<file path="src/include/sgss_pkg.sv">
// Package of constants for the servo gain set selector
package sgss_pkg;
    // Register word indices (printed offsets are not all word aligned: index times four)
    localparam logic [15:0] SGSS_IDX_CTRL_ONE   = 16'h2d01;
    localparam logic [15:0] SGSS_IDX_CTRL_FIVE  = 16'h2d05;
    localparam logic [15:0] SGSS_IDX_STAT_ONE   = 16'h2d11;
    localparam logic [15:0] SGSS_IDX_STAT_FIVE  = 16'h2d15;
    localparam logic [15:0] SGSS_IDX_CONFIG     = 16'h2d20;
    localparam logic [15:0] SGSS_IDX_THR_ONE    = 16'h2d21;
    localparam logic [15:0] SGSS_IDX_THR_TWO    = 16'h2d22;
    localparam logic [15:0] SGSS_IDX_FT_ONE     = 16'h2d23;
    localparam logic [15:0] SGSS_IDX_FT_TWO     = 16'h2d24;
    localparam logic [15:0] SGSS_IDX_SPEED      = 16'h2d25;
    localparam logic [15:0] SGSS_IDX_GAIN_BASE  = 16'h2d30;
    localparam int          SGSS_NUM_GAINS      = 9;
    // Field positions
    localparam int          SGSS_REQ_BIT        = 4;
    localparam int          SGSS_CFG_SRC_LSB    = 0;
    localparam int          SGSS_CFG_POL_BIT    = 4;
    localparam int          SGSS_CFG_FDO_LSB    = 8;
    localparam int          SGSS_CFG_SEL2_LSB   = 12;
    // Encodings
    localparam logic [3:0]  SGSS_SRC_SIGNAL     = 4'h1;
    localparam logic [3:0]  SGSS_SRC_SPEED      = 4'h4;
    localparam logic [3:0]  SGSS_SEL2_SIGNAL    = 4'h1;
    localparam logic [3:0]  SGSS_SEL2_SAME      = 4'h2;
    localparam logic [1:0]  SGSS_FDO_ALL        = 2'h0;
    localparam logic [1:0]  SGSS_FDO_SWITCH     = 2'h1;
    localparam logic [1:0]  SGSS_FDO_RETURN     = 2'h2;
    // Reset values
    localparam logic [15:0] SGSS_RST_CONFIG     = 16'h0000;
    localparam logic [15:0] SGSS_RST_WORD       = 16'h0000;
    localparam logic [15:0] SGSS_RST_FT         = 16'h0004;
    // AHB encodings
    localparam logic [1:0]  SGSS_HTRANS_NONSEQ  = 2'h2;
    localparam logic [1:0]  SGSS_HTRANS_SEQ     = 2'h3;
    localparam logic [2:0]  SGSS_HSIZE_WORD     = 3'h2;
    // Gain set encoding
    typedef enum logic [1:0] {
        SGSS_SET_BASE = 2'b00,
        SGSS_SET_ONE  = 2'b01,
        SGSS_SET_TWO  = 2'b10
    } sgss_set_t;
endpackage

</file>
<file path="src/hw/sgss_top.sv">
// Gain set selector with AHB-Lite register slave
// Overview of operation
// - Hold three gains per alternate set
// - Source one plus request applies alternate gains
// - Report set one active on status one
// - Report set two active on status five
// - Polarity 0: above thresholds selects sets
// - Polarity 0, threshold two zero: no set two
// - Polarity 0, threshold two lower: no set one
// - Polarity 1: two, one, base by speed
// - Polarity 1, threshold two zero: no set two
// - Polarity 1, threshold two higher: no set one
// - Option 1: jump on entry, filter return
// - Option 2: filter entry, jump on return
// - Option encoding 0 all, 1, 2
// - Lag filter per set time constant
//
// The implementer's own choice: the AHB-Lite slave port.
`timescale 1ns/1ps
module sgss_top
    import sgss_pkg::*;
(
    input  wire logic        hclk,        // Control-cycle clock
    input  wire logic        hresetn,     // Async reset, active low
    input  wire logic        hsel,        // Slave select
    input  wire logic [31:0] haddr,       // Byte address
    input  wire logic [1:0]  htrans,      // Transfer type
    input  wire logic        hwrite,      // Write when high
    input  wire logic [2:0]  hsize,       // Transfer size
    input  wire logic [31:0] hwdata,      // Write data
    input  wire logic        hready,      // Bus ready in
    output logic      [31:0] hrdata,      // Read data
    output logic             hreadyout,   // Always ready
    output logic             hresp,       // Always OKAY
    output logic      [1:0]  active_set,  // Gain set now selected
    output logic      [15:0] speed_gain,  // Filtered speed-loop gain
    output logic      [15:0] integ_comp,  // Filtered speed integral compensation
    output logic      [15:0] model_gain   // Filtered model-loop gain
);
    import sgss_pkg::*;

    logic [15:0] ctrl_one_q;              // Control input word one
    logic [15:0] ctrl_five_q;             // Control input word five
    logic [15:0] config_q;                // Source, polarity, option, second select
    logic [15:0] thr_one_q;               // Threshold one
    logic [15:0] thr_two_q;               // Threshold two
    logic [15:0] ft_one_q;                // Filter time one (low four bits used)
    logic [15:0] ft_two_q;                // Filter time two
    logic [15:0] speed_q;                 // Signed motor speed from the loop
    logic [15:0] gain_q [0:SGSS_NUM_GAINS-1]; // Base, set one, set two gains
    logic        wr_pend_q;               // Write data phase pending
    logic [13:0] wr_idx_q;                // Index latched in address phase
    logic [31:0] hrdata_q;                // Read data register
    sgss_set_t   set_q;                   // Selected set
    sgss_set_t   set_d;                   // Next selected set
    sgss_set_t   prev_q;                  // Set last entered (for time constant)
    logic [15:0] abs_speed;               // Absolute speed
    logic [3:0]  src;                     // Gain selection source
    logic        pol;                     // Condition polarity
    logic [1:0]  fdo;                     // Filter disable option
    logic [3:0]  sel2;                    // Second set selection
    logic        bypass;                  // Filter bypass this cycle
    logic [3:0]  shift;                   // Active time constant
    logic        addr_ok;                 // Address phase valid
    logic [13:0] a_idx;                   // Address index
    logic [15:0] rd_w;                    // Read mux
    logic [15:0] tgt [0:2];               // Targets per gain kind
    logic [15:0] flt [0:2];               // Filter outputs

    assign src  = config_q[SGSS_CFG_SRC_LSB +: 4];
    assign pol  = config_q[SGSS_CFG_POL_BIT];
    assign fdo  = config_q[SGSS_CFG_FDO_LSB +: 2];
    assign sel2 = config_q[SGSS_CFG_SEL2_LSB +: 4];
    // Two's complement magnitude; the most negative value saturates
    assign abs_speed = speed_q[15] ? ((speed_q == 16'h8000) ? 16'h7fff : 16'(-speed_q)) : speed_q;

    // AHB address decode, word index is byte address over four
    // Gated by hready so a transfer stalled elsewhere is not taken twice
    assign addr_ok = hsel && hready && (htrans == SGSS_HTRANS_NONSEQ || htrans == SGSS_HTRANS_SEQ);
    assign a_idx   = haddr[15:2];

    // Zero wait states, so the slave never stalls the master
    assign hreadyout = 1'b1;
    assign hresp     = 1'b0;
    assign hrdata    = hrdata_q;

    // Set selection from speed or from controller request bits
    // With second select signal or same, set two is tried first, so it wins while both requests stand
    always_comb begin
        set_d = SGSS_SET_BASE;
        case (src)
            SGSS_SRC_SIGNAL: begin
                // Controller keeps the request bits
                if (sel2 == SGSS_SEL2_SIGNAL || sel2 == SGSS_SEL2_SAME) begin
                    if (ctrl_five_q[SGSS_REQ_BIT]) begin
                        set_d = SGSS_SET_TWO;
                    end else if (ctrl_one_q[SGSS_REQ_BIT]) begin
                        set_d = SGSS_SET_ONE;
                    end
                end else if (ctrl_one_q[SGSS_REQ_BIT]) begin
                    set_d = SGSS_SET_ONE;
                end
            end
            SGSS_SRC_SPEED: begin
                if (sel2 != SGSS_SEL2_SAME || thr_two_q == 16'h0000) begin
                    // Only set one is reachable
                    if (!pol && abs_speed > thr_one_q) begin
                        set_d = SGSS_SET_ONE;
                    end else if (pol && abs_speed < thr_one_q) begin
                        set_d = SGSS_SET_ONE;
                    end
                end else if (!pol) begin
                    if (thr_two_q >= thr_one_q) begin
                        if (abs_speed > thr_two_q) begin
                            set_d = SGSS_SET_TWO;
                        end else if (abs_speed > thr_one_q) begin
                            set_d = SGSS_SET_ONE;
                        end
                    end else if (abs_speed > thr_two_q) begin
                        set_d = SGSS_SET_TWO;
                    end
                end else begin
                    if (thr_two_q <= thr_one_q) begin
                        if (abs_speed < thr_two_q) begin
                            set_d = SGSS_SET_TWO;
                        end else if (abs_speed < thr_one_q) begin
                            set_d = SGSS_SET_ONE;
                        end
                    end else if (abs_speed < thr_two_q) begin
                        set_d = SGSS_SET_TWO;
                    end
                end
            end
            default: begin
                set_d = SGSS_SET_BASE;
            end
        endcase
    end

    // Selected set register, base after reset
    always_ff @(posedge hclk or negedge hresetn) begin
        if (!hresetn) begin
            set_q <= SGSS_SET_BASE;
        end else begin
            set_q <= set_d;
        end
    end

    // Remember the alternate set last entered, so its time constant governs the return
    always_ff @(posedge hclk or negedge hresetn) begin
        if (!hresetn) begin
            prev_q <= SGSS_SET_ONE;
        end else if (set_q != SGSS_SET_BASE) begin
            prev_q <= set_q;
        end
    end

    // Bypass decision from the selected set, held for every cycle the set stays in the bypassed class
    // Taken from the registered set, so gains never follow a half-decoded choice
    always_comb begin
        bypass = 1'b0;
        case (fdo)
            SGSS_FDO_ALL: begin
                bypass = 1'b0;
            end
            SGSS_FDO_SWITCH: begin
                // Jump into alternate sets, filter the way back
                bypass = (set_q != SGSS_SET_BASE);
            end
            SGSS_FDO_RETURN: begin
                // Filter into alternate sets, jump back to base
                bypass = (set_q == SGSS_SET_BASE);
            end
            default: begin
                bypass = 1'b0;
            end
        endcase
    end

    // Time constant of the set being entered or left
    always_comb begin
        case (set_q)
            SGSS_SET_TWO: shift = ft_two_q[3:0];
            SGSS_SET_ONE: shift = ft_one_q[3:0];
            default:      shift = (prev_q == SGSS_SET_TWO) ? ft_two_q[3:0] : ft_one_q[3:0];
        endcase
    end

    // One filter per gain kind, target picked from the active set
    // Shared time constant and bypass keep the three gains moving in step
    genvar g;
    generate
        for (g = 0; g < 3; g++) begin : gen_gain
            always_comb begin
                case (set_q)
                    SGSS_SET_ONE: tgt[g] = gain_q[3 + g];
                    SGSS_SET_TWO: tgt[g] = gain_q[6 + g];
                    default:      tgt[g] = gain_q[g];
                endcase
            end
            sgss_lag_filter u_flt (
                .hclk    (hclk),
                .hresetn (hresetn),
                .target  (tgt[g]),
                .shift   (shift),
                .bypass  (bypass),
                .value_q (flt[g])
            );
        end
    endgenerate

    assign speed_gain = flt[0];
    assign integ_comp = flt[1];
    assign model_gain = flt[2];
    assign active_set = set_q;

    // Address phase capture for writes
    always_ff @(posedge hclk or negedge hresetn) begin
        if (!hresetn) begin
            wr_pend_q <= 1'b0;
            wr_idx_q  <= 14'h0000;
        end else begin
            wr_pend_q <= addr_ok && hwrite && hsize == SGSS_HSIZE_WORD;
            wr_idx_q  <= a_idx;
        end
    end

    // Register writes in the data phase
    // Status indices fall to the default branch, so they stay read-only
    always_ff @(posedge hclk or negedge hresetn) begin
        if (!hresetn) begin
            ctrl_one_q  <= SGSS_RST_WORD;
            ctrl_five_q <= SGSS_RST_WORD;
            config_q    <= SGSS_RST_CONFIG;
            thr_one_q   <= SGSS_RST_WORD;
            thr_two_q   <= SGSS_RST_WORD;
            ft_one_q    <= SGSS_RST_FT;
            ft_two_q    <= SGSS_RST_FT;
            speed_q     <= SGSS_RST_WORD;
            for (int i = 0; i < SGSS_NUM_GAINS; i++) begin
                gain_q[i] <= SGSS_RST_WORD;
            end
        end else if (wr_pend_q) begin
            case (wr_idx_q)
                SGSS_IDX_CTRL_ONE[13:0]:  ctrl_one_q  <= hwdata[15:0];
                SGSS_IDX_CTRL_FIVE[13:0]: ctrl_five_q <= hwdata[15:0];
                SGSS_IDX_CONFIG[13:0]:    config_q    <= hwdata[15:0];
                SGSS_IDX_THR_ONE[13:0]:   thr_one_q   <= hwdata[15:0];
                SGSS_IDX_THR_TWO[13:0]:   thr_two_q   <= hwdata[15:0];
                SGSS_IDX_FT_ONE[13:0]:    ft_one_q    <= hwdata[15:0];
                SGSS_IDX_FT_TWO[13:0]:    ft_two_q    <= hwdata[15:0];
                SGSS_IDX_SPEED[13:0]:     speed_q     <= hwdata[15:0];
                default: begin
                    // Gain table, unmapped indices are ignored
                    for (int i = 0; i < SGSS_NUM_GAINS; i++) begin
                        if (wr_idx_q == 14'(SGSS_IDX_GAIN_BASE + 16'(i))) begin
                            gain_q[i] <= hwdata[15:0];
                        end
                    end
                end
            endcase
        end
    end

    // Read mux, status words show the live set
    always_comb begin
        rd_w = 16'h0000;
        case (a_idx)
            SGSS_IDX_CTRL_ONE[13:0]:  rd_w = ctrl_one_q;
            SGSS_IDX_CTRL_FIVE[13:0]: rd_w = ctrl_five_q;
            SGSS_IDX_STAT_ONE[13:0]:  rd_w[SGSS_REQ_BIT] = (set_q == SGSS_SET_ONE);
            SGSS_IDX_STAT_FIVE[13:0]: rd_w[SGSS_REQ_BIT] = (set_q == SGSS_SET_TWO);
            SGSS_IDX_CONFIG[13:0]:    rd_w = config_q;
            SGSS_IDX_THR_ONE[13:0]:   rd_w = thr_one_q;
            SGSS_IDX_THR_TWO[13:0]:   rd_w = thr_two_q;
            SGSS_IDX_FT_ONE[13:0]:    rd_w = ft_one_q;
            SGSS_IDX_FT_TWO[13:0]:    rd_w = ft_two_q;
            SGSS_IDX_SPEED[13:0]:     rd_w = speed_q;
            default: begin
                for (int i = 0; i < SGSS_NUM_GAINS; i++) begin
                    if (a_idx == 14'(SGSS_IDX_GAIN_BASE + 16'(i))) begin
                        rd_w = gain_q[i];
                    end
                end
            end
        endcase
    end

    // Read data captured at address phase, shown in data phase
    // A read right behind a write to the same register still sees the old value
    always_ff @(posedge hclk or negedge hresetn) begin
        if (!hresetn) begin
            hrdata_q <= 32'h0000_0000;
        end else if (addr_ok && !hwrite) begin
            hrdata_q <= {16'h0000, rd_w};
        end
    end
endmodule

</file>
<file path="src/hw/sgss_lag_filter.sv">
// First-order lag filter that moves one gain toward its target
`timescale 1ns/1ps
module sgss_lag_filter (
    input  wire logic        hclk,       // Control-cycle clock
    input  wire logic        hresetn,    // Async reset, active low
    input  wire logic [15:0] target,     // Gain the set asks for
    input  wire logic [3:0]  shift,      // Time constant as a power of two
    input  wire logic        bypass,     // Jump straight to target
    output logic      [15:0] value_q     // Smoothed gain
);
    logic [31:0] acc_q;                  // Fixed point value, 16 fractional bits
    logic [31:0] tgt_w;                  // Target in fixed point
    logic [31:0] step_w;                 // Signed step toward target

    assign tgt_w  = {target, 16'h0000};
    // Arithmetic shift keeps the sign; small steps never stall at zero
    assign step_w = 32'($signed(tgt_w - acc_q) >>> shift);

    // Lag update, or a jump when bypassed or when the residue is tiny
    always_ff @(posedge hclk or negedge hresetn) begin
        if (!hresetn) begin
            acc_q <= 32'h0000_0000;
        end else if (bypass || step_w == 32'h0000_0000) begin
            acc_q <= tgt_w;
        end else begin
            acc_q <= acc_q + step_w;
        end
    end

    assign value_q = acc_q[31:16];
endmodule

</file>
<file path="config.mk">
export PLATFORM = sky130hd
export DESIGN_NAME = sgss_top
export DESIGN_NICKNAME = d
export VERILOG_FILES = /design/src/include/sgss_pkg.sv /design/src/hw/sgss_top.sv /design/src/hw/sgss_lag_filter.sv
export SDC_FILE = /design/constraint.sdc
export NUM_CORES = 1
export LEC_CHECK = 0
export BUFFER_PORTS_ARGS = -buffer_cell sky130_fd_sc_hd__buf_2
export CAP_MARGIN = 0
export CORE_MARGIN = 1.5
export CORE_UTILIZATION = 25
export CTS_CLUSTER_SIZE = 40
export DETAILED_ROUTE_END_ITERATION = 16
export GPL_ROUTABILITY_DRIVEN = 0
export PLACE_DENSITY_LB_ADDON = 0.08
export SETUP_SLACK_MARGIN = 0.02
export SYNTH_ARGS = -nofsm -noshare
export SYNTH_HDL_FRONTEND = slang
export SYNTH_SLANG_ARGS = --single-unit
</file>
<file path="constraint.sdc">
create_clock -name hclk -period 9.7 [get_ports hclk]
set_input_delay 0.97 -clock hclk [delete_from_list [all_inputs] [get_ports hclk]]
set_output_delay 0.97 -clock hclk [all_outputs]
set_load 0.03 [all_outputs]
</file>
==> out/qor.txt <==
Post-route setup TNS: 0 ns
Initial antenna violation count: 4
M1 GR Usage: 30.16%
DPL Wire Length: 112300 um
Relative slew margins: 17.40%
Number of synthesized flops with an enable pin: 0
Setup crit start: active_set[1]
Starting Density: 25.30%
Final design utilization: 28.67%
GR Util met2: 34.23%
Startpoint Class: flop
Crit path buf inv count: 4
Most common cell in the netlist: dfrtp_1
Vias in the first global route: 30010
Top delay family on crit path: compound AO/OA/AOI/OAI gates
Post-synth top cells: dfrtp_1 (400), nor2_1 (342), mux2_2 (294)
Port bufs: 104
Worst path depth: 30
Main synth FF type: dfrtp_1
Post-synthesis register bit count: 403
CP max stage cell: ha_4
Clock Latency Late Sink: 0.69 ns
Initial DRC count: 2553
Post-synth top area share: 29.53%
Final worst path period need: 8.608 ns
Setup ws final: 1.092 ns
Post-Route Hold Slack: 0.2404 ns
Flop-to-flop setup slack: 1.09 ns
Setup Buffers After CTS: 0
Async S/R FF share, synth: 100.0%
Max Cap Viol: 0
Final #Nets: 4196
Worst path required time: 10.24 ns
Critical Path AT: 9.14 ns
Yosys Warn Count: 0
Period utilization: 88.75%
CP Max Fanout: 34
Final setup violation count: 0
CTS resizes: 0
Routed WL per cell: 26.16 um
CTS tree: built
GR Overflow Total: 0
I/O Pins: 158
CTS Root Cell: clkbuf_16
Layout cell share with drive strength beyond 1: 18.16%
R2R cell count: 30
First-pass GRT wire length: 218800 um
Core Footprint: 134000 um2
RSZ-0062 raised after global routing: no
Peak VDD IR: 178.6 uV
Crit path top cell by count: a21oi_1
Worst setup path end: gen_gain[2].u_flt.acc_q[30]
CTS sink count: 403
Via count: 31150
Cells after Synth: 3918
Row cnt: 134
Post-synth design cell area: 33890 um2
Fillers: 14320
Met3 usage: 2.213%
Htree depth: 2
Synth top area cells: dfrtp_1 (30%), mux2_2 (9.8%), ha_1 (7.6%)
Crit-path max cell delay: 0.55 ns
Total power: 12.79 mW
Area delta synth->final: 13.32%
GRT Util Overall: 21.31%
DRT Pass-1 Iters: 7
Antenna-violating nets left: 0
Inserted Clock Buffers: 58
Die area: 137800 um2
Final wirelength: 149900 um
Yosys cell types: 104
CP Capture Type: flop
Clk buf depth: 3
Reg2reg end: gen_gain[2].u_flt.acc_q[30]
Status: finished clean
Fmax: 0.1162 GHz
Part of the Yosys area used for sequential elements: 29.76%
Via/cell ratio: 5.437
R2R Path Start: active_set[1]
# hold bufs at CTS: 0
Die width: 371.2 um
DIE HEIGHT: 371.2 um
Largest net degree at the start of global routing: 141
Syn_area_per_cell: 8.651 um2
Final count of hold timing violations: 0
Worst Clk Skew: 0.04569 ns
Yosys top cell by area: dfrtp_1
Pre-CTS setup slack: 1.066 ns
Leakage: 16.40 nW
Actual slew at the worst max-slew pin: 1.235 ns
Power density over the cells: 333.0 nW/um2
Critical path type: reg -> reg
Post-route DRC: 0
Clock-pin slew on the worst setup and hold paths: 0.06 ns
GR peak layer: met2
Worst hold path type: in -> async
Count of pins over their slew limit: 0
[area by class of cell]
type                       instances  area (um2)  area share (%)
inverter                         140       525.5           1.368
clock inverter                    24       349.1          0.9089
tap                             1768        2212           5.759
clock buffer                      81        1668           4.342
timing repair buffer             225        1514           3.942
antenna                            1       2.502        0.006515
multi-input combinational       3086       22050           57.41
sequential                       403       10090           26.27
[power breakdown]
group	total [mW]	internal [mW]	leakage, nW	switching (mW)
Sequential	2.44	1.98	5.01	0.465
Clock	2.30	1.38	0.998	0.917
Combinational	8.05	3.11	10.4	4.94
[how the worst min path moves through the flow]
stage,start,endpoint,slack [ns],depth (start not counted)
finish,hresetn,gen_gain[0].u_flt.acc_q[15],0.24,1
detailed placement,hrdata[3],hrdata[3],0.47,2
global route,hresetn,gen_gain[0].u_flt.acc_q[15],0.26,1
floorplan,config_q[1],active_set[0],0.44,1
global placement,hrdata[2],hrdata[2],0.46,1
CTS,hresetn,gen_gain[0].u_flt.acc_q[15],0.25,1
[logic make-up after synthesis]
family	after synthesis	share of synthesized area, %
simple gates	1190	17.24
compound gates	1176	23.60
buf+inv	445	5.969
flops	403	29.76
mux	361	12.22
fa+ha+maj	208	7.745
xor+xnor	133	3.437
other cells	2	0.02216
[flip-flops by register name, indices dropped and copies added (netlist names)]
| register | cells |
|---|---|
| hrdata | 16 |
| thr_two_q | 16 |
| ctrl_five_q | 16 |
| ft_one_q | 16 |
| active_set | 2 |
| thr_one_q | 16 |
| prev_q | 2 |
| gen_gain.u_flt.acc_q | 96 |
| ft_two_q | 16 |
| gain_q | 144 |
| wr_pend_q | 1 |
| ctrl_one_q | 16 |
| config_q | 16 |
| speed_q | 16 |
| wr_idx_q | 14 |
[metal layers]
layer	routed length (um)	vias to the layer above	part of all wire, %
li1	-	14590	-
met1	71350	15650	48
met2	68500	740	46
met3	5903	165	3.9
met4	4078	4	2.7
met5	26	-	0.017
[through the flow]
| step | instance area [um2] | std cells |
|---|---|---|
| 5_1_grt | 38410 | 5727 |
| 3_3_place_gp | 36390 | 5622 |
| 2_1_floorplan | 33950 | 3934 |
| 4_1_cts | 38410 | 5727 |
| 3_5_place_dp | 36390 | 5622 |
| 6_report | 38410 | 5728 |
[layout by cell type, fill, tap and decap left out, types with 36 or more instances in the layout]
cell,netlist,final
dfrtp_1,400,400
nor2_1,342,335
mux2_2,294,294
nand2_1,283,281
a21oi_1,266,266
o21ai_0,207,205
ha_1,205,202
inv_1,140,140
buf_4,69,115
buf_2,33,103
nor3_1,102,95
nand3_1,92,92
a22oi_1,81,81
a21o_1,79,79
xnor2_1,67,67
xor2_1,66,66
a211oi_1,63,63
clkbuf_16,0,58
mux2i_1,53,53
nand4_1,49,49
nand2b_1,43,43
nor2b_1,41,40
a31oi_1,40,40
and3_1,38,38
nor4_1,36,36
o21a_1,37,36
[worst register-to-register path: cells and delay by family (launching register included)]
kind	cells	cell delay [ns]
DFF	1	0.42
and+or+nand+nor	4	0.59
buffers and inverters	4	0.82
adders and majority gates	3	1.26
muxes	1	0.07
AOI/OAI and AO/OA	18	5.30
Note: power is estimated with default switching activity, not from simulation.
